===== config.mk =====
export PLATFORM = sky130hd
export DESIGN_NAME = usp_modem_pins
export DESIGN_NICKNAME = d
export VERILOG_FILES = /design/src/common/usp_pkg.sv /design/src/design/usp_modem_pins.sv
export SDC_FILE = /design/constraint.sdc
export NUM_CORES = 1
export LEC_CHECK = 0
export ABC_AREA = 0
export BUFFER_PORTS_ARGS = -buffer_cell sky130_fd_sc_hd__buf_2
export CAP_MARGIN = 20
export CORE_ASPECT_RATIO = 0.75
export CORE_MARGIN = 8
export CORE_UTILIZATION = 30
export CTS_CLUSTER_SIZE = 14
export DETAILED_ROUTE_END_ITERATION = 12
export GPL_TIMING_DRIVEN = 0
export RECOVER_POWER = 50
export REMOVE_ABC_BUFFERS = 1
export SYNTH_ARGS = -nofsm -noshare
export SYNTH_HDL_FRONTEND = slang
export SYNTH_SLANG_ARGS = --single-unit

===== constraint.sdc =====
create_clock -name REF_CLK -period 8.2 [get_ports REF_CLK]
set_input_delay 0.41 -clock REF_CLK [delete_from_list [all_inputs] [get_ports REF_CLK]]
set_output_delay 0.41 -clock REF_CLK [all_outputs]
set_load 0.02 [all_outputs]

===== src/common/usp_pkg.sv =====
// constants for the serial and modem pin block of one dual uart
// assumes a single 10 MHz reference clock and control bits held outside
package usp_pkg;
	// ****************************************
	// modem control bit positions
	// ****************************************
	localparam int MCR_DTR_BIT = 0;
	localparam int MCR_RTS_BIT = 1;
	localparam int MCR_OP2_BIT = 3;
	localparam int MCR_IR_BIT = 6;
	// feature control bit positions
	localparam int FEATURE_CONTROL_REG_HYST_LSB = 0;
	localparam int FEATURE_CONTROL_REG_IRINV_BIT = 2;
	localparam int FEATURE_CONTROL_REG_HDX_BIT = 3;
	// enhanced feature and interrupt enable bit positions
	localparam int EFR_ARTS_BIT = 6;
	localparam int EFR_ACTS_BIT = 7;
	localparam int IER_RX_BIT = 0;
	localparam int IER_CTS_BIT = 7;
	// ****************************************
	// timing and sizes
	// ****************************************
	localparam int CLK_HZ = 10_000_000;
	localparam int BAUD = 9600;
	localparam int CLKS_PER_BIT = CLK_HZ / BAUD; // rounds down
	localparam int IR_PULSE_NUM = 3; // infrared pulse is 3/16 of a bit
	localparam int IR_PULSE_DEN = 16;
	localparam int DATA_W = 8;
	localparam int FIFO_DEPTH = 32;
	localparam int CNT_W = 16;
	// reset values of the line outputs
	localparam logic SERIAL_OUT_RST = 1'b1;
	localparam logic PIN_N_RST = 1'b1;
endpackage


===== src/design/usp_modem_pins.sv =====
// dual channel serial and modem pin logic with a transmit fifo per channel
// assumes synchronous pin inputs and control bits held stable by software
// Summary of operation
// - standard mode: serial output idles high, also during reset
// - infrared mode bit routes both data paths through encoder and decoder
// - infrared mode: encoder output idles low
// - infrared input idles low; feature bit optionally inverts it first
// - output-2 bit: set drives irq and output-2 low; clear floats irq
// - after reset irq is floated and output-2 is high
// - auto request-to-send needs request bit asserted and enable bit set
// - clear-to-send gates transmit when enabled; changes may interrupt
// - active-low receiver-ready shows the receive holding register state
// - active-low terminal-ready output follows its control bit
// - set-ready, carrier and ring inputs readable as general inputs

// ****************************************
// fifo
// ****************************************
module usp_fifo #(
	parameter int W = usp_pkg::DATA_W,
	parameter int D = usp_pkg::FIFO_DEPTH
) (
	input wire logic clk,
	input wire logic rst_n,
	input wire logic [W-1:0] wr_data,
	input wire logic wr_valid,
	output logic wr_ready,
	output logic [W-1:0] rd_data,
	output logic rd_valid,
	input wire logic rd_ready
);
	localparam int AW = $clog2(D);
	logic [W-1:0] mem [D];
	logic [AW-1:0] wptr_q, rptr_q;
	logic [AW:0] count_q, count_d;
	logic do_wr, do_rd, ready_q;
	// ready comes from a flop fed by the next fill level
	assign count_d = count_q + (AW+1)'(do_wr) - (AW+1)'(do_rd);
	assign wr_ready = ready_q;
	assign rd_valid = (count_q != '0);
	assign rd_data = mem[rptr_q];
	assign do_wr = wr_valid && wr_ready;
	assign do_rd = rd_valid && rd_ready;
	// storage
	always_ff @(posedge clk) begin
		if (do_wr) begin
			mem[wptr_q] <= wr_data;
		end
	end
	// pointers and fill level
	always_ff @(posedge clk or negedge rst_n) begin
		if (!rst_n) begin
			wptr_q <= '0;
			rptr_q <= '0;
			count_q <= '0;
			ready_q <= 1'b1;
		end else begin
			if (do_wr) wptr_q <= (wptr_q == AW'(D-1)) ? '0 : wptr_q + 1'b1;
			if (do_rd) rptr_q <= (rptr_q == AW'(D-1)) ? '0 : rptr_q + 1'b1;
			count_q <= count_d;
			ready_q <= (count_d != (AW+1)'(D));
		end
	end
endmodule // usp_fifo

// ****************************************
// one channel
// ****************************************
module usp_channel #(
	parameter int CPB = usp_pkg::CLKS_PER_BIT,
	parameter int DEPTH = usp_pkg::FIFO_DEPTH
) (
	input wire logic clk,
	input wire logic rst_n,
	input wire logic [7:0] modem_control_reg,
	input wire logic [7:0] feature_control_reg,
	input wire logic [7:0] enhanced_feature_reg,
	input wire logic [7:0] interrupt_enable_reg,
	input wire logic [usp_pkg::DATA_W-1:0] tx_data,
	input wire logic tx_valid,
	output logic tx_ready,
	input wire logic rx_read,
	input wire logic status_read,
	input wire logic serial_in,
	input wire logic cts_n,
	input wire logic dsr_n,
	input wire logic cd_n,
	input wire logic ri_n,
	output logic serial_out,
	output logic rts_n,
	output logic dtr_n,
	output logic op2_n,
	output logic irq_out,
	output logic irq_oe,
	output logic rx_ready_n,
	output logic [usp_pkg::DATA_W-1:0] rx_data,
	output logic [3:0] modem_status,
	output logic cts_delta
);
	import usp_pkg::*;
	typedef enum logic [1:0] {S_IDLE, S_START, S_DATA, S_STOP} usp_state_type;
	localparam logic [CNT_W-1:0] BIT_END = CNT_W'(CPB - 1);
	localparam logic [CNT_W-1:0] BIT_MID = CNT_W'(CPB / 2);
	localparam logic [CNT_W-1:0] IR_LEN =
		CNT_W'((CPB * IR_PULSE_NUM + IR_PULSE_DEN - 1) / IR_PULSE_DEN);
	usp_state_type tx_st_q, rx_st_q;
	logic [CNT_W-1:0] tx_cnt_q, rx_cnt_q, ir_cnt_q;
	logic [2:0] tx_idx_q, rx_idx_q;
	logic [DATA_W-1:0] tx_sh_q, rx_sh_q, f_data;
	logic f_valid, f_ready, cts_ok, tx_bit, rx_line, ir_in;
	logic rx_done, rx_full_q, rx_full_d, cts_prev_q, delta_d;

	// clear-to-send holds off a new character when auto mode is on
	assign cts_ok = !(enhanced_feature_reg[EFR_ACTS_BIT] && cts_n);
	assign f_ready = (tx_st_q == S_IDLE) && cts_ok;

	usp_fifo #(.W(DATA_W), .D(DEPTH)) u_fifo (
		.clk(clk),
		.rst_n(rst_n),
		.wr_data(tx_data),
		.wr_valid(tx_valid),
		.wr_ready(tx_ready),
		.rd_data(f_data),
		.rd_valid(f_valid),
		.rd_ready(f_ready)
	);

	// transmit sequencer: start, eight data bits lsb first, stop
	always_ff @(posedge clk or negedge rst_n) begin
		if (!rst_n) begin
			tx_st_q <= S_IDLE;
			tx_cnt_q <= '0;
			tx_idx_q <= '0;
			tx_sh_q <= '0;
		end else begin
			tx_cnt_q <= (tx_st_q == S_IDLE || tx_cnt_q == BIT_END) ?
				'0 : tx_cnt_q + 1'b1;
			case (tx_st_q)
				S_IDLE: begin
					if (f_valid && f_ready) begin
						tx_sh_q <= f_data;
						tx_st_q <= S_START;
					end
				end
				S_START: begin
					if (tx_cnt_q == BIT_END) tx_st_q <= S_DATA;
				end
				S_DATA: begin
					if (tx_cnt_q == BIT_END) begin
						tx_sh_q <= {1'b0, tx_sh_q[DATA_W-1:1]};
						tx_idx_q <= tx_idx_q + 1'b1;
						if (tx_idx_q == 3'h7) tx_st_q <= S_STOP;
					end
				end
				default: begin
					if (tx_cnt_q == BIT_END) tx_st_q <= S_IDLE;
				end
			endcase
		end
	end

	// line level of the current bit; idle and stop are mark
	assign tx_bit = (tx_st_q == S_START) ? 1'b0 :
		(tx_st_q == S_DATA) ? tx_sh_q[0] : 1'b1;

	// output pin: plain level, or short high pulse per zero bit in infrared
	always_ff @(posedge clk or negedge rst_n) begin
		if (!rst_n) begin
			serial_out <= SERIAL_OUT_RST;
		end else if (modem_control_reg[MCR_IR_BIT]) begin
			serial_out <= !tx_bit && (tx_cnt_q < IR_LEN);
		end else begin
			serial_out <= tx_bit;
		end
	end

	// infrared decoder: optional inversion, then stretch a pulse to a bit
	assign ir_in = serial_in ^ feature_control_reg[FEATURE_CONTROL_REG_IRINV_BIT];
	always_ff @(posedge clk or negedge rst_n) begin
		if (!rst_n) begin
			ir_cnt_q <= '0;
		end else if (ir_in && modem_control_reg[MCR_IR_BIT]) begin // no false start on switch
			ir_cnt_q <= BIT_END;
		end else if (ir_cnt_q != '0) begin
			ir_cnt_q <= ir_cnt_q - 1'b1;
		end
	end
	assign rx_line = modem_control_reg[MCR_IR_BIT] ?
		!(ir_in || ir_cnt_q != '0) : serial_in;

	// receive sequencer: sample each bit at its middle
	always_ff @(posedge clk or negedge rst_n) begin
		if (!rst_n) begin
			rx_st_q <= S_IDLE;
			rx_cnt_q <= '0;
			rx_idx_q <= '0;
			rx_sh_q <= '0;
		end else begin
			rx_cnt_q <= (rx_st_q == S_IDLE || rx_cnt_q == BIT_END) ?
				'0 : rx_cnt_q + 1'b1;
			case (rx_st_q)
				S_IDLE: begin
					if (!rx_line) rx_st_q <= S_START;
				end
				S_START: begin
					if (rx_cnt_q == BIT_MID && rx_line) rx_st_q <= S_IDLE;
					else if (rx_cnt_q == BIT_END) rx_st_q <= S_DATA;
				end
				S_DATA: begin
					if (rx_cnt_q == BIT_MID) begin
						rx_sh_q <= {rx_line, rx_sh_q[DATA_W-1:1]};
					end
					if (rx_cnt_q == BIT_END) begin
						rx_idx_q <= rx_idx_q + 1'b1;
						if (rx_idx_q == 3'h7) rx_st_q <= S_STOP;
					end
				end
				default: begin
					if (rx_cnt_q == BIT_MID) rx_st_q <= S_IDLE;
				end
			endcase
		end
	end
	assign rx_done = (rx_st_q == S_STOP) && (rx_cnt_q == BIT_MID) && rx_line;

	// holding register; a new character wins over a read in the same cycle
	assign rx_full_d = rx_done || (rx_full_q && !rx_read);
	always_ff @(posedge clk or negedge rst_n) begin
		if (!rst_n) begin
			rx_full_q <= 1'b0;
			rx_ready_n <= PIN_N_RST;
			rx_data <= '0;
		end else begin
			rx_full_q <= rx_full_d;
			rx_ready_n <= !rx_full_d;
			if (rx_done) rx_data <= rx_sh_q;
		end
	end

	// modem inputs shown active high; clear-to-send change is sticky
	assign delta_d = (cts_n != cts_prev_q) || (cts_delta && !status_read);
	always_ff @(posedge clk or negedge rst_n) begin
		if (!rst_n) begin
			modem_status <= '0;
			cts_prev_q <= 1'b1;
			cts_delta <= 1'b0;
		end else begin
			modem_status <= {!ri_n, !cd_n, !dsr_n, !cts_n};
			cts_prev_q <= cts_n;
			cts_delta <= delta_d;
		end
	end

	// request-to-send: direction control, auto flow, or plain control bit
	always_ff @(posedge clk or negedge rst_n) begin
		if (!rst_n) begin
			rts_n <= PIN_N_RST;
		end else if (feature_control_reg[FEATURE_CONTROL_REG_HDX_BIT]) begin
			rts_n <= (tx_st_q == S_IDLE);
		end else if (enhanced_feature_reg[EFR_ARTS_BIT]) begin
			rts_n <= !modem_control_reg[MCR_RTS_BIT] || rx_full_d;
		end else begin
			rts_n <= !modem_control_reg[MCR_RTS_BIT];
		end
	end

	// terminal-ready, output-2 and the interrupt pin
	always_ff @(posedge clk or negedge rst_n) begin
		if (!rst_n) begin
			dtr_n <= PIN_N_RST;
			op2_n <= PIN_N_RST;
			irq_oe <= 1'b0;
			irq_out <= 1'b0;
		end else begin
			dtr_n <= !modem_control_reg[MCR_DTR_BIT];
			op2_n <= !modem_control_reg[MCR_OP2_BIT];
			irq_oe <= modem_control_reg[MCR_OP2_BIT];
			irq_out <= (interrupt_enable_reg[IER_RX_BIT] && rx_full_d) ||
				(interrupt_enable_reg[IER_CTS_BIT] && delta_d);
		end
	end
endmodule // usp_channel

// ****************************************
// top: reset release and two channels
// ****************************************
module usp_modem_pins #(
	parameter int CLKS_PER_BIT = usp_pkg::CLKS_PER_BIT,
	parameter int FIFO_DEPTH = usp_pkg::FIFO_DEPTH
) (
	input wire logic REF_CLK,
	input wire logic NRST,
	input wire logic [7:0] CHAN_A_MODEM_CONTROL_REG,
	input wire logic [7:0] CHAN_A_FEATURE_CONTROL_REG,
	input wire logic [7:0] CHAN_A_ENHANCED_FEATURE_REG,
	input wire logic [7:0] CHAN_A_INTERRUPT_ENABLE_REG,
	input wire logic [usp_pkg::DATA_W-1:0] CHAN_A_TX_DATA,
	input wire logic CHAN_A_TX_VALID,
	output logic CHAN_A_TX_READY,
	input wire logic CHAN_A_RX_READ,
	input wire logic CHAN_A_STATUS_READ,
	input wire logic CHAN_A_SERIAL_IN,
	input wire logic CHAN_A_CLEAR_TO_SEND_N,
	input wire logic CHAN_A_SET_READY_N,
	input wire logic CHAN_A_CARRIER_DETECT_N,
	input wire logic CHAN_A_RING_INDICATOR_N,
	output logic CHAN_A_SERIAL_OUT,
	output logic CHAN_A_REQUEST_TO_SEND_N,
	output logic CHAN_A_TERMINAL_READY_N,
	output logic CHAN_A_OUTPUT_TWO_N,
	output logic CHAN_A_IRQ_OUT,
	output logic CHAN_A_IRQ_OE,
	output logic CHAN_A_RECEIVER_READY_N,
	output logic [usp_pkg::DATA_W-1:0] CHAN_A_RX_DATA,
	output logic [3:0] CHAN_A_MODEM_STATUS,
	output logic CHAN_A_CTS_DELTA,
	input wire logic [7:0] CHAN_B_MODEM_CONTROL_REG,
	input wire logic [7:0] CHAN_B_FEATURE_CONTROL_REG,
	input wire logic [7:0] CHAN_B_ENHANCED_FEATURE_REG,
	input wire logic [7:0] CHAN_B_INTERRUPT_ENABLE_REG,
	input wire logic [usp_pkg::DATA_W-1:0] CHAN_B_TX_DATA,
	input wire logic CHAN_B_TX_VALID,
	output logic CHAN_B_TX_READY,
	input wire logic CHAN_B_RX_READ,
	input wire logic CHAN_B_STATUS_READ,
	input wire logic CHAN_B_SERIAL_IN,
	input wire logic CHAN_B_CLEAR_TO_SEND_N,
	input wire logic CHAN_B_SET_READY_N,
	input wire logic CHAN_B_CARRIER_DETECT_N,
	input wire logic CHAN_B_RING_INDICATOR_N,
	output logic CHAN_B_SERIAL_OUT,
	output logic CHAN_B_REQUEST_TO_SEND_N,
	output logic CHAN_B_TERMINAL_READY_N,
	output logic CHAN_B_OUTPUT_TWO_N,
	output logic CHAN_B_IRQ_OUT,
	output logic CHAN_B_IRQ_OE,
	output logic CHAN_B_RECEIVER_READY_N,
	output logic [usp_pkg::DATA_W-1:0] CHAN_B_RX_DATA,
	output logic [3:0] CHAN_B_MODEM_STATUS,
	output logic CHAN_B_CTS_DELTA
);
	import usp_pkg::*;
	logic [1:0] rst_sync_q;
	// reset asserts at once and releases after two clock edges
	always_ff @(posedge REF_CLK or negedge NRST) begin
		if (!NRST) rst_sync_q <= 2'h0;
		else rst_sync_q <= {rst_sync_q[0], 1'b1};
	end

	// each channel sees only its own control bits
	usp_channel #(.CPB(CLKS_PER_BIT), .DEPTH(FIFO_DEPTH)) u_chan_a (
		.clk(REF_CLK), .rst_n(rst_sync_q[1]),
		.modem_control_reg(CHAN_A_MODEM_CONTROL_REG), .feature_control_reg(CHAN_A_FEATURE_CONTROL_REG),
		.enhanced_feature_reg(CHAN_A_ENHANCED_FEATURE_REG), .interrupt_enable_reg(CHAN_A_INTERRUPT_ENABLE_REG),
		.tx_data(CHAN_A_TX_DATA), .tx_valid(CHAN_A_TX_VALID),
		.tx_ready(CHAN_A_TX_READY), .rx_read(CHAN_A_RX_READ),
		.status_read(CHAN_A_STATUS_READ), .serial_in(CHAN_A_SERIAL_IN),
		.cts_n(CHAN_A_CLEAR_TO_SEND_N), .dsr_n(CHAN_A_SET_READY_N),
		.cd_n(CHAN_A_CARRIER_DETECT_N), .ri_n(CHAN_A_RING_INDICATOR_N),
		.serial_out(CHAN_A_SERIAL_OUT), .rts_n(CHAN_A_REQUEST_TO_SEND_N),
		.dtr_n(CHAN_A_TERMINAL_READY_N), .op2_n(CHAN_A_OUTPUT_TWO_N),
		.irq_out(CHAN_A_IRQ_OUT), .irq_oe(CHAN_A_IRQ_OE),
		.rx_ready_n(CHAN_A_RECEIVER_READY_N), .rx_data(CHAN_A_RX_DATA),
		.modem_status(CHAN_A_MODEM_STATUS), .cts_delta(CHAN_A_CTS_DELTA)
	);
	usp_channel #(.CPB(CLKS_PER_BIT), .DEPTH(FIFO_DEPTH)) u_chan_b (
		.clk(REF_CLK), .rst_n(rst_sync_q[1]),
		.modem_control_reg(CHAN_B_MODEM_CONTROL_REG), .feature_control_reg(CHAN_B_FEATURE_CONTROL_REG),
		.enhanced_feature_reg(CHAN_B_ENHANCED_FEATURE_REG), .interrupt_enable_reg(CHAN_B_INTERRUPT_ENABLE_REG),
		.tx_data(CHAN_B_TX_DATA), .tx_valid(CHAN_B_TX_VALID),
		.tx_ready(CHAN_B_TX_READY), .rx_read(CHAN_B_RX_READ),
		.status_read(CHAN_B_STATUS_READ), .serial_in(CHAN_B_SERIAL_IN),
		.cts_n(CHAN_B_CLEAR_TO_SEND_N), .dsr_n(CHAN_B_SET_READY_N),
		.cd_n(CHAN_B_CARRIER_DETECT_N), .ri_n(CHAN_B_RING_INDICATOR_N),
		.serial_out(CHAN_B_SERIAL_OUT), .rts_n(CHAN_B_REQUEST_TO_SEND_N),
		.dtr_n(CHAN_B_TERMINAL_READY_N), .op2_n(CHAN_B_OUTPUT_TWO_N),
		.irq_out(CHAN_B_IRQ_OUT), .irq_oe(CHAN_B_IRQ_OE),
		.rx_ready_n(CHAN_B_RECEIVER_READY_N), .rx_data(CHAN_B_RX_DATA),
		.modem_status(CHAN_B_MODEM_STATUS), .cts_delta(CHAN_B_CTS_DELTA)
	);
endmodule // usp_modem_pins


After elaboration in Yosys (flattened, before gate mapping)
Memories as Yosys holds them, arrays and structs flattened.
Index checks and enable logic that the tools add are counted.
{ "word_totals": {"elab_cells": 273, "inputBits": 98, "ramBits": 512, "n_memories": 2, "register_bits": 228, "output_inout_bits": 42} }
{ "memory_table": {"columns": ["name", "depth", "width", "rd", "rd_ports_with_merged_regs", "write_ports", "line", "text"], "rows": [
  ["u_chan_a.u_fifo.mem", 32, 8, 1, 0, 1, "usp_modem_pins.sv:33", "logic [W-1:0] mem [D];"],
  ["u_chan_b.u_fifo.mem", 32, 8, 1, 0, 1, "usp_modem_pins.sv:33", null]
]} }
{ "classes": {"bitwise": 2, "order_cmp": 2, "reduce_logical": 94, "mux": 60, "n_eq_ne": 44, "n_addsub": 18} }
{ "op_table": {"columns": ["operator", "n"], "rows": [
  ["$mux 16", 8],
  ["$add 16x1->16 const B", 4],
  ["$eq 16x11->1 const B", 4],
  ["$mux 2", 22],
  ["$eq 16x10->1 const B", 2],
  ["$lt 16x8->1 const B", 2],
  ["$mux 8", 4],
  ["$pmux 8 s2", 2],
  ["$reduce_bool 16->1", 2],
  ["$sub 16x1->16 const B", 2],
  ["$logic_and 1x1->1", 26],
  ["$logic_not 1->1", 26],
  ["$pmux 2 s3", 4],
  ["$add 5x1->5 const B", 4],
  ["$eq 5x5->1 const B", 4],
  ["$mux 5", 4],
  ["$ne 2x1->1 const B", 10],
  ["$reduce_and 5->1", 4],
  ["$mux 1", 16],
  ["$logic_or 1x1->1", 14],
  ["$add 3x1->3 const B", 4],
  ["$add 6x1->6", 2],
  ["$eq 2x2->1 const B", 6],
  ["$eq 3x3->1 const B", 4],
  ["13 further kinds", 40]
]} }

Longest topological paths before layout
Gate-level depths: netlist of the first run.
{ "logic_depth": {"word_depth": 9, "ltp_mapped": 16, "mapped_depth_nobuf": 15} }

By module
Synthesis of the first run repeated with hierarchy kept, for this count alone.
{ "hier_totals": {"hier_cells": 2034, "hier_area_um2": 31252.5} }
{ "by_module_without_submodules": {"columns": ["mod", "instances", "seq_area_each_um2", "cells_each", "area_each_um2"], "rows": [
  ["usp_fifo (u_chan_a.u_fifo)", 1, 8114.0, 618, 11015.6],
  ["usp_fifo (u_chan_b.u_fifo)", 1, 8114.0, 570, 10929.2],
  ["usp_channel (u_chan_b)", 1, 2409.8, 422, 4670.7],
  ["usp_channel (u_chan_a)", 1, 2409.8, 421, 4583.1],
  ["usp_modem_pins", 1, 50.0, 3, 53.8]
]} }

Worst setup path before layout of the first run
No wires, ideal clock.
{ "synth_timing": {"kind": "reg2reg", "startpoint": "register u_chan_b.u_fifo.count_q[2]", "endpoint": "register u_chan_b.u_fifo.ready_q (netlist: u_chan_b.u_fifo.wr_ready)", "path_buffers": 1, "path_stages_with_launch": 17, "arrival_ns": 2.805, "synth_period_minus_slack_ns": 2.899, "path_slack_ns": 5.301, "path_cell_list": "dfrtp_1 inv_1 ha_1 nand2_1 o311ai_0 clkbuf_1 inv_1 ha_1 inv_1 ha_1 inv_1 fa_1 inv_1 a21oi_1 o21a_1 xnor2_1 nand4bb_1"} }
{ "synth_between": {"elab_chain_len": 4} }
{ "synth_rtl": {"columns": ["element", "line", "text"], "rows": [
  ["start, declared", "usp_modem_pins.sv:35", "logic [AW:0] count_q, count_d;"],
  ["start signal, assigned", "usp_modem_pins.sv:60", "count_q <= count_d;"],
  ["$reduce_bool 6->1", "usp_modem_pins.sv:40", "assign rd_valid = (count_q != '0);"],
  ["$logic_and 1x1->1", "usp_modem_pins.sv:43", "assign do_rd = rd_valid && rd_ready;"],
  ["named net u_chan_b.u_fifo.do_rd", "usp_modem_pins.sv:36", "logic do_wr, do_rd, ready_q;"],
  ["$sub 6x1->6", "usp_modem_pins.sv:38", "assign count_d = count_q + (AW+1)'(do_wr) - (AW+1)'(do_rd);"],
  ["named net u_chan_b.u_fifo.count_d[4]", "usp_modem_pins.sv:35", null],
  ["$ne 6x6->1", "usp_modem_pins.sv:61", "ready_q <= (count_d != (AW+1)'(D));"],
  ["end signal, assigned", "usp_modem_pins.sv:61", null],
  ["end, declared", "usp_modem_pins.sv:36", null]
]} }
The timed path passes the listed nets, and every way through them passes these cells.
A chain may end at the register's enable or synchronous reset.

==> qor.txt, run 1 <==
Status: finished with violations
Failing checks: max-capacitance violations, max-slew violations
Initial antenna violation count: 2
First-pass GRT wire length: 106 mm
Post-route DRC: 0
Routed length per instance: 18.8 µm
Vias in the first global route: 18200
Seq/Total Area, Yosys: 0.673
Tcrit/Tclk final: 0.544
Row count: 102
Hold Crit Class: input port to flip-flop
Max-Cap Viols: 7
Synth Cell Area: 31300 µm²
Post-DP Area: 33400 µm²
Initial Util: 0.303
Final setup fails: 0
Max Clk Rate: 224 MHz
Die area: 115000 µm²
Asr flop ratio synth: 0.308
PD cells: 277 nW/µm²
DR vias: 17700
Routed Antenna Nets: 0
Post-layout util: 0.350
Final Wtd Congestion: 0.763
Setup Fix Bufs, Post-CTS: 0
Placed cells: 3407
CTS root buf: clkbuf_16
Filler cell count: 9772
RSZ-0062 raised after global routing: no
Area Growth Syn to Fin: 15.4%
Final setup skew: 0.0543 ns
WS Path Type: flip-flop to async pin
Die width: 389 µm
EDFF count, synth: 512
Synth Register Bits: 740
CTS sink count: 740
Crit path max fanout: 56
Worst-path clk slew: 0.06 ns
Buffers and inverters on the worst path: 1
GRT Overall Usage: 0.116
Crit path max-delay family: buffers and inverters
Yosys cell types: 88
Synth Flop Type: edfxtp_1
Syn Inst Count: 2028
CP required: 8.27 ns
Hpwl dp: 42.9 mm
Maximum number of pins on one net before global-route repair: 64
Startpoint Class: flip-flop
Fin. max-slew vios: 269
Vias per cell: 4.95
Rel. slew slack: -0.990
Nets: 2321
Worst-Margin Slew: 2.99 ns
Max rail drop VDD: 161 µV
Routed WL: 67.3 mm
Ys Warns: 0
Initial DRC count: 1295
Minimum clock period: 4.46 ns
Slowest CP cell: clkbuf_1
CTS tree: yes
Clk_lat worst skew: 0.67 ns
Final instance area: 36200 µm²
# H-tree levels: 3
Static Leak: 13.0 nW
Syn Area/Cell: 15.5 µm²
Drt pass-1 iters: 5
Post-CTS sizing: 0
Max clock buf depth: 3
PnR Total Power: 0.0100 W
CTS Buf Count: 78
Crit path DAT: 4.53 ns
Worst Setup End Kind: async pin
Non-filler instance count after layout: 3576
Overflow after GRT: 0
Worst-path cell chain: clkbuf_1
DIE HEIGHT: 296 µm
Share of cells above drive strength 1: 0.174
Final hold viol count: 0
Core area: 103000 µm²
CP peak stage delay: 2.19 ns
Final setup TNS: 0 ns
I/O Buffers: 95
Ports: 140
-- cell usage in the layout, fill, tap and decap left out, types with 19 or more instances in the layout --
master         count
edfxtp_1         512
dfrtp_1          208
nor2_1           199
mux4_2           118
nand2_1           88
inv_1             79
clkbuf_16         78
clkbuf_1          69
ha_1              64
xor2_1            51
buf_2             47
o21ai_0           46
mux2_2            42
nand3_1           40
a22oi_1           38
mux2i_1           37
xnor2_1           36
a21oi_1           34
nor3_1            32
nand4_1           31
dlygate4sd3_1     22
nand2b_1          19
nor2b_1           19
-- stage by stage --
stage / hold WS [ns] / setup WS [ns]
finish: 0.0840 / 3.74
floorplan: 0.114 / 1.40
global placement: 0.194 / -1.33
global route: 0.0496 / 2.59
detailed placement: 0.196 / 4.71
CTS: 0.0288 / 4.73
-- logic make-up (layout without fill, tap and decap cells) --
kind of cell / after synthesis / count (layout) / share of synthesized area
and+or+nand+nor: 559 / 559 / 0.0941
DFF: 740 / 740 / 0.673
muxes: 199 / 199 / 0.113
adders and majority gates: 66 / 66 / 0.0268
buffers and inverters: 157 / 351 / 0.0204
other: 1 / 3 / 0.000120
xor gates and xnor gates: 87 / 87 / 0.0243
AOI/OAI and AO/OA: 219 / 219 / 0.0485
-- cell type report --
type	count	area [µm²]	share of cell area
diodes	2	5.00	0.000138
clock buffers	107	2150	0.0595
clock inverters	38	487	0.0135
inverters	80	300	0.00830
multi-input cells	1131	9610	0.266
flip-flops and latches	740	21100	0.584
well taps	1352	1690	0.0468
repair buffers	126	822	0.0227
-- final timing paths --
kind	start	to	slack (ns)	depth (start not counted)
min	CHAN_A_MODEM_CONTROL_REG[6]	u_chan_a.serial_out	0.08	2
min in group asynchronous	NRST	rst_sync_q[1]	0.61	3
max in group REF_CLK	u_chan_a.tx_st_q[0]	u_chan_a.u_fifo.wr_ready	4.78	14
max reg2reg	rst_sync_q[1]	u_chan_a.u_fifo.count_q[1]	3.74	1
max	rst_sync_q[1]	u_chan_a.u_fifo.count_q[1]	3.74	1
min reg2reg	rst_sync_q[0]	rst_sync_q[1]	0.35	0
-- state kept, by name, indices dropped and copies added (netlist names), 5 cells and up --
signal	cells
u_chan_a.rx_sh_q	8
u_chan_b.rx_cnt_q	16
u_chan_b.rx_data	8
u_chan_a.u_fifo.count_q	6
u_chan_b.u_fifo.count_q	6
u_chan_b.u_fifo.wptr_q	5
u_chan_b.u_fifo.rptr_q	5
u_chan_a.u_fifo.wptr_q	5
u_chan_a.tx_cnt_q	16
u_chan_a.rx_data	8
u_chan_b.u_fifo.mem	256
u_chan_a.rx_cnt_q	16
u_chan_a.ir_cnt_q	16
u_chan_b.rx_sh_q	8
u_chan_b.tx_sh_q	8
u_chan_b.tx_cnt_q	16
u_chan_a.u_fifo.rptr_q	5
u_chan_b.ir_cnt_q	16
u_chan_a.tx_sh_q	8
u_chan_a.u_fifo.mem	256
-- synth_stat cells (all sizes together), types with 36 or more instances --
| library cell | number | area share |
|---|---|---|
| ha | 64 | 0.026 |
| o21ai | 48 | 0.0078 |
| clkbuf | 46 | 0.0055 |
| mux4 | 118 | 0.085 |
| nand2 | 88 | 0.011 |
| nor2 | 199 | 0.024 |
| nand3 | 41 | 0.0067 |
| mux2i | 37 | 0.012 |
| a22oi | 38 | 0.0091 |
| xor2 | 51 | 0.014 |
| inv | 80 | 0.0096 |
| dfrtp | 214 | 0.17 |
| mux2 | 44 | 0.016 |
| edfxtp | 512 | 0.49 |
| xnor2 | 36 | 0.010 |
-- metal layers --
layer,global-route usage,vias to the layer above,routed length [µm]
met3,0.0271,99,4140
met4,0.0285,0,1220
met2,0.183,488,31100
met5,0,-,0
li1,-,8020,-
met1,0.162,9083,30900
-- where the power goes --
group / internal, W / leakage [nW] / switching, W
clock network: 0.00204 / 1.28 / 0.00154
logic: 0.000789 / 4.20 / 0.00104
registers: 0.00435 / 7.50 / 0.000275
-- repair_timing --
action | CTS | global route
endpoints found under the hold margin | 25 | 0
setup endpoints to repair | 0 | 0
hold buffers | 22 | 0
Power figures use the tool's default switching activity.
==> inputs of run 2 (changes only) <==
==> constraint.sdc (replaced) <==
create_clock -name REF_CLK -period 3.65 [get_ports REF_CLK]
set_input_delay 0.1825 -clock REF_CLK [delete_from_list [all_inputs] [get_ports REF_CLK]]
set_output_delay 0.1825 -clock REF_CLK [all_outputs]
set_load 0.02 [all_outputs]
==> qor.txt, run 2 (synthesis results as in run 1) <==
Status: finished with violations
Failing checks: max-capacitance violations, max-slew violations
Routed length per instance: 18.8 µm (-0.20%)
Routed Antenna Nets: 0 (unchanged)
PnR Total Power: 0.0226 W (+120%)
CP required: 4.23 ns (-4.04 ns)
I/O Buffers: 95 (unchanged)
Vias per cell: 4.95 (about the same)
Max Clk Rate: 303 MHz (+35%)
Worst Hold Depth: 3 (+1)
Worst-path clk slew: 0.06 ns (about the same)
CTS sink count: 740 (unchanged)
Max rail drop VDD: 358 µV (+120%)
WHS Endpoint: u_chan_a.u_fifo.wptr_q[2]
Die area: 115000 µm² (unchanged)
Buffers and inverters on the worst path: 3 (+2)
Clk_lat worst skew: 0.68 ns (about the same)
GRT Overall Usage: 0.116 (+0.000182)
Initial antenna violation count: 1 (-1)
Final instance area: 36300 µm² (+0.39%)
Maximum number of pins on one net before global-route repair: 64 (unchanged)
Minimum clock period: 3.30 ns (-1.16 ns)
WS Path Type: flip-flop to flip-flop
Critical Path Source: u_chan_a.tx_st_q[1]
Crit path max fanout: 14 (-75%)
First-pass GRT wire length: 106 mm (+0.23%)
Final Wtd Congestion: 0.763 (unchanged)
DR vias: 17800 (+0.49%)
Post-route DRC: 0 (unchanged)
Placed cells: 3407 (unchanged)
Die width: 389 µm (unchanged)
Core area: 103000 µm² (unchanged)
Rel. slew slack: -0.278 (+0.713)
Worst Setup End Kind: flip-flop
Worst-Margin Slew: 1.92 ns (-1.07 ns)
Startpoint Class: flip-flop
Final setup skew: 0.0539 ns (-0.000485 ns)
Static Leak: 13.0 nW (+0.27%)
Reg area: 21100 µm² (unchanged)
Flop2flop setup slack: 0.35 ns (-3.39 ns)
Slowest CP cell: dfrtp_1
DIE HEIGHT: 296 µm (unchanged)
Non-filler instance count after layout: 3590 (+0.39%)
RSZ-0062 raised after global routing: no
Initial Util: 0.303 (unchanged)
Area of the multi-input gates: 9610 µm² (about the same)
Max clock buf depth: 3 (unchanged)
Max-Cap Viols: 7 (unchanged)
Hold Crit Class: input port to flip-flop
Hpwl dp: 42.9 mm (unchanged)
Final setup fails: 0 (unchanged)
Final hold viol count: 0 (unchanged)
Drt pass-1 iters: 5 (unchanged)
CTS root buf: clkbuf_16
PD cells: 621 nW/µm² (+120%)
Fin. max-slew vios: 212 (-21%)
Vias in the first global route: 18300 (+0.47%)
Initial DRC count: 1229 (-5.1%)
Nets: 2336 (+0.65%)
Largest registers: u_chan_a.u_fifo.mem x256, u_chan_b.u_fifo.mem x256
Crit path DAT: 3.89 ns (-0.64 ns)
Post-DP Area: 33400 µm² (unchanged)
Commonest non-fill, non-tap cell in the layout: edfxtp_1
Ports: 140 (unchanged)
CTS tree: yes
Setup Fix Bufs, Post-CTS: 0 (unchanged)
Worst-path cell chain: inv_1 -> ha_2 -> a21boi_0 -> nand2_1 -> inv_2 -> ha_1 -> inv_1 -> ha_1 -> fa_1 -> a21oi_1 -> nor2_1 -> nor2_1 -> xnor2_1 -> nand4b_1
# H-tree levels: 3 (unchanged)
Row count: 102 (unchanged)
Worst R2R Start: u_chan_a.tx_st_q[1]
Share of cells above drive strength 1: 0.169 (-0.00519)
Routed WL: 67.4 mm (+0.19%)
Most frequent cells in the layout: 512 x edfxtp_1, 208 x dfrtp_1, 199 x nor2_1
Reg2Reg Depth: 14 (+13)
CP peak stage delay: 0.40 ns (-1.79 ns)
FF-to-FF End: u_chan_a.u_fifo.wr_ready
CTS Buf Count: 78 (unchanged)
Area Growth Syn to Fin: 15.9%
Tcrit/Tclk final: 0.905 (+0.361)
Crit path max-delay family: adder cells
Filler cell count: 9768 (-0.041%)
Hold Crit Start: CHAN_A_TX_VALID
Overflow after GRT: 0 (unchanged)
run 2: changes by cell type in the layout (fill, tap and decap cells not counted), sizes merged:
cell | before | now
clkbuf | 157 | 168
dlygate4sd3 | 22 | 37
diode | 2 | 1
buf | 54 | 43
run 2: cell type report:
class	count	area share
multi-input cells	1131	0.265
flip-flops and latches	740	0.581
repair buffers	141	0.0265
clock buffers	107	0.0592
clock inverters	38	0.0134
diodes	1	0.0000689
well taps	1352	0.0466
inverters	80	0.00827
run 2: metal layers:
layer	up-vias	track usage	share of wire
li1	8047	-	-
met1	9187	0.163	0.46
met2	444	0.183	0.46
met3	99	0.0266	0.058
met4	0	0.0285	0.018
met5	-	0	0
run 2: timing repair:
item                                    4_1_cts  5_1_grt
hold buffers                                 37        0
endpoints found under the setup margin        0        2
endpoints found under the hold margin       103        0
resized for setup                             0        1
run 2: worst max-delay path by stage:
stage	to	slack, ns	depth (start not counted)
floorplan	u_chan_a.cts_delta	-3.15	0
global placement	u_chan_a.u_fifo.wptr_q[1]	-5.88	0
detailed placement	u_chan_a.u_fifo.wr_ready	0.16	11
CTS	u_chan_a.u_fifo.wr_ready	0.18	11
global route	u_chan_b.serial_out	0.06	2
finish	u_chan_a.u_fifo.wr_ready	0.35	14
run 2: where the power goes:
group	switching [W]	internal [W]
Clock	0.00346	0.00457
Combinational	0.00235	0.00178
Sequential	0.000616	0.00978
Total	0.00642	0.0161
run 2: worst reg2reg max path: stages (launching register included):
cell and delay (ns):
dfrtp_1 0.40, inv_1 0.10, ha_2 0.35, a21boi_0 0.35, nand2_1 0.38, inv_2 0.25
ha_1 0.15, inv_1 0.04, ha_1 0.20, fa_1 0.40, a21oi_1 0.19, nor2_1 0.05
nor2_1 0.11, xnor2_1 0.09, nand4b_1 0.19
run 2: per-stage QoR:
stage / setup slack [ns] / hold WS [ns] / TNS [ns] / utilization
after floorplan: -3.15 / -0.113 / -687.91 / -
after global placement: -5.88 / -0.0333 / -1316.69 / 0.321
after detailed placement: 0.162 / -0.0312 / 0 / 0.323
after CTS: 0.180 / 0.000355 / 0 / 0.352
after global routing: 0.0643 / 0.0978 / 0 / 0.351
final: 0.346 / 0.126 / 0 / 0.351
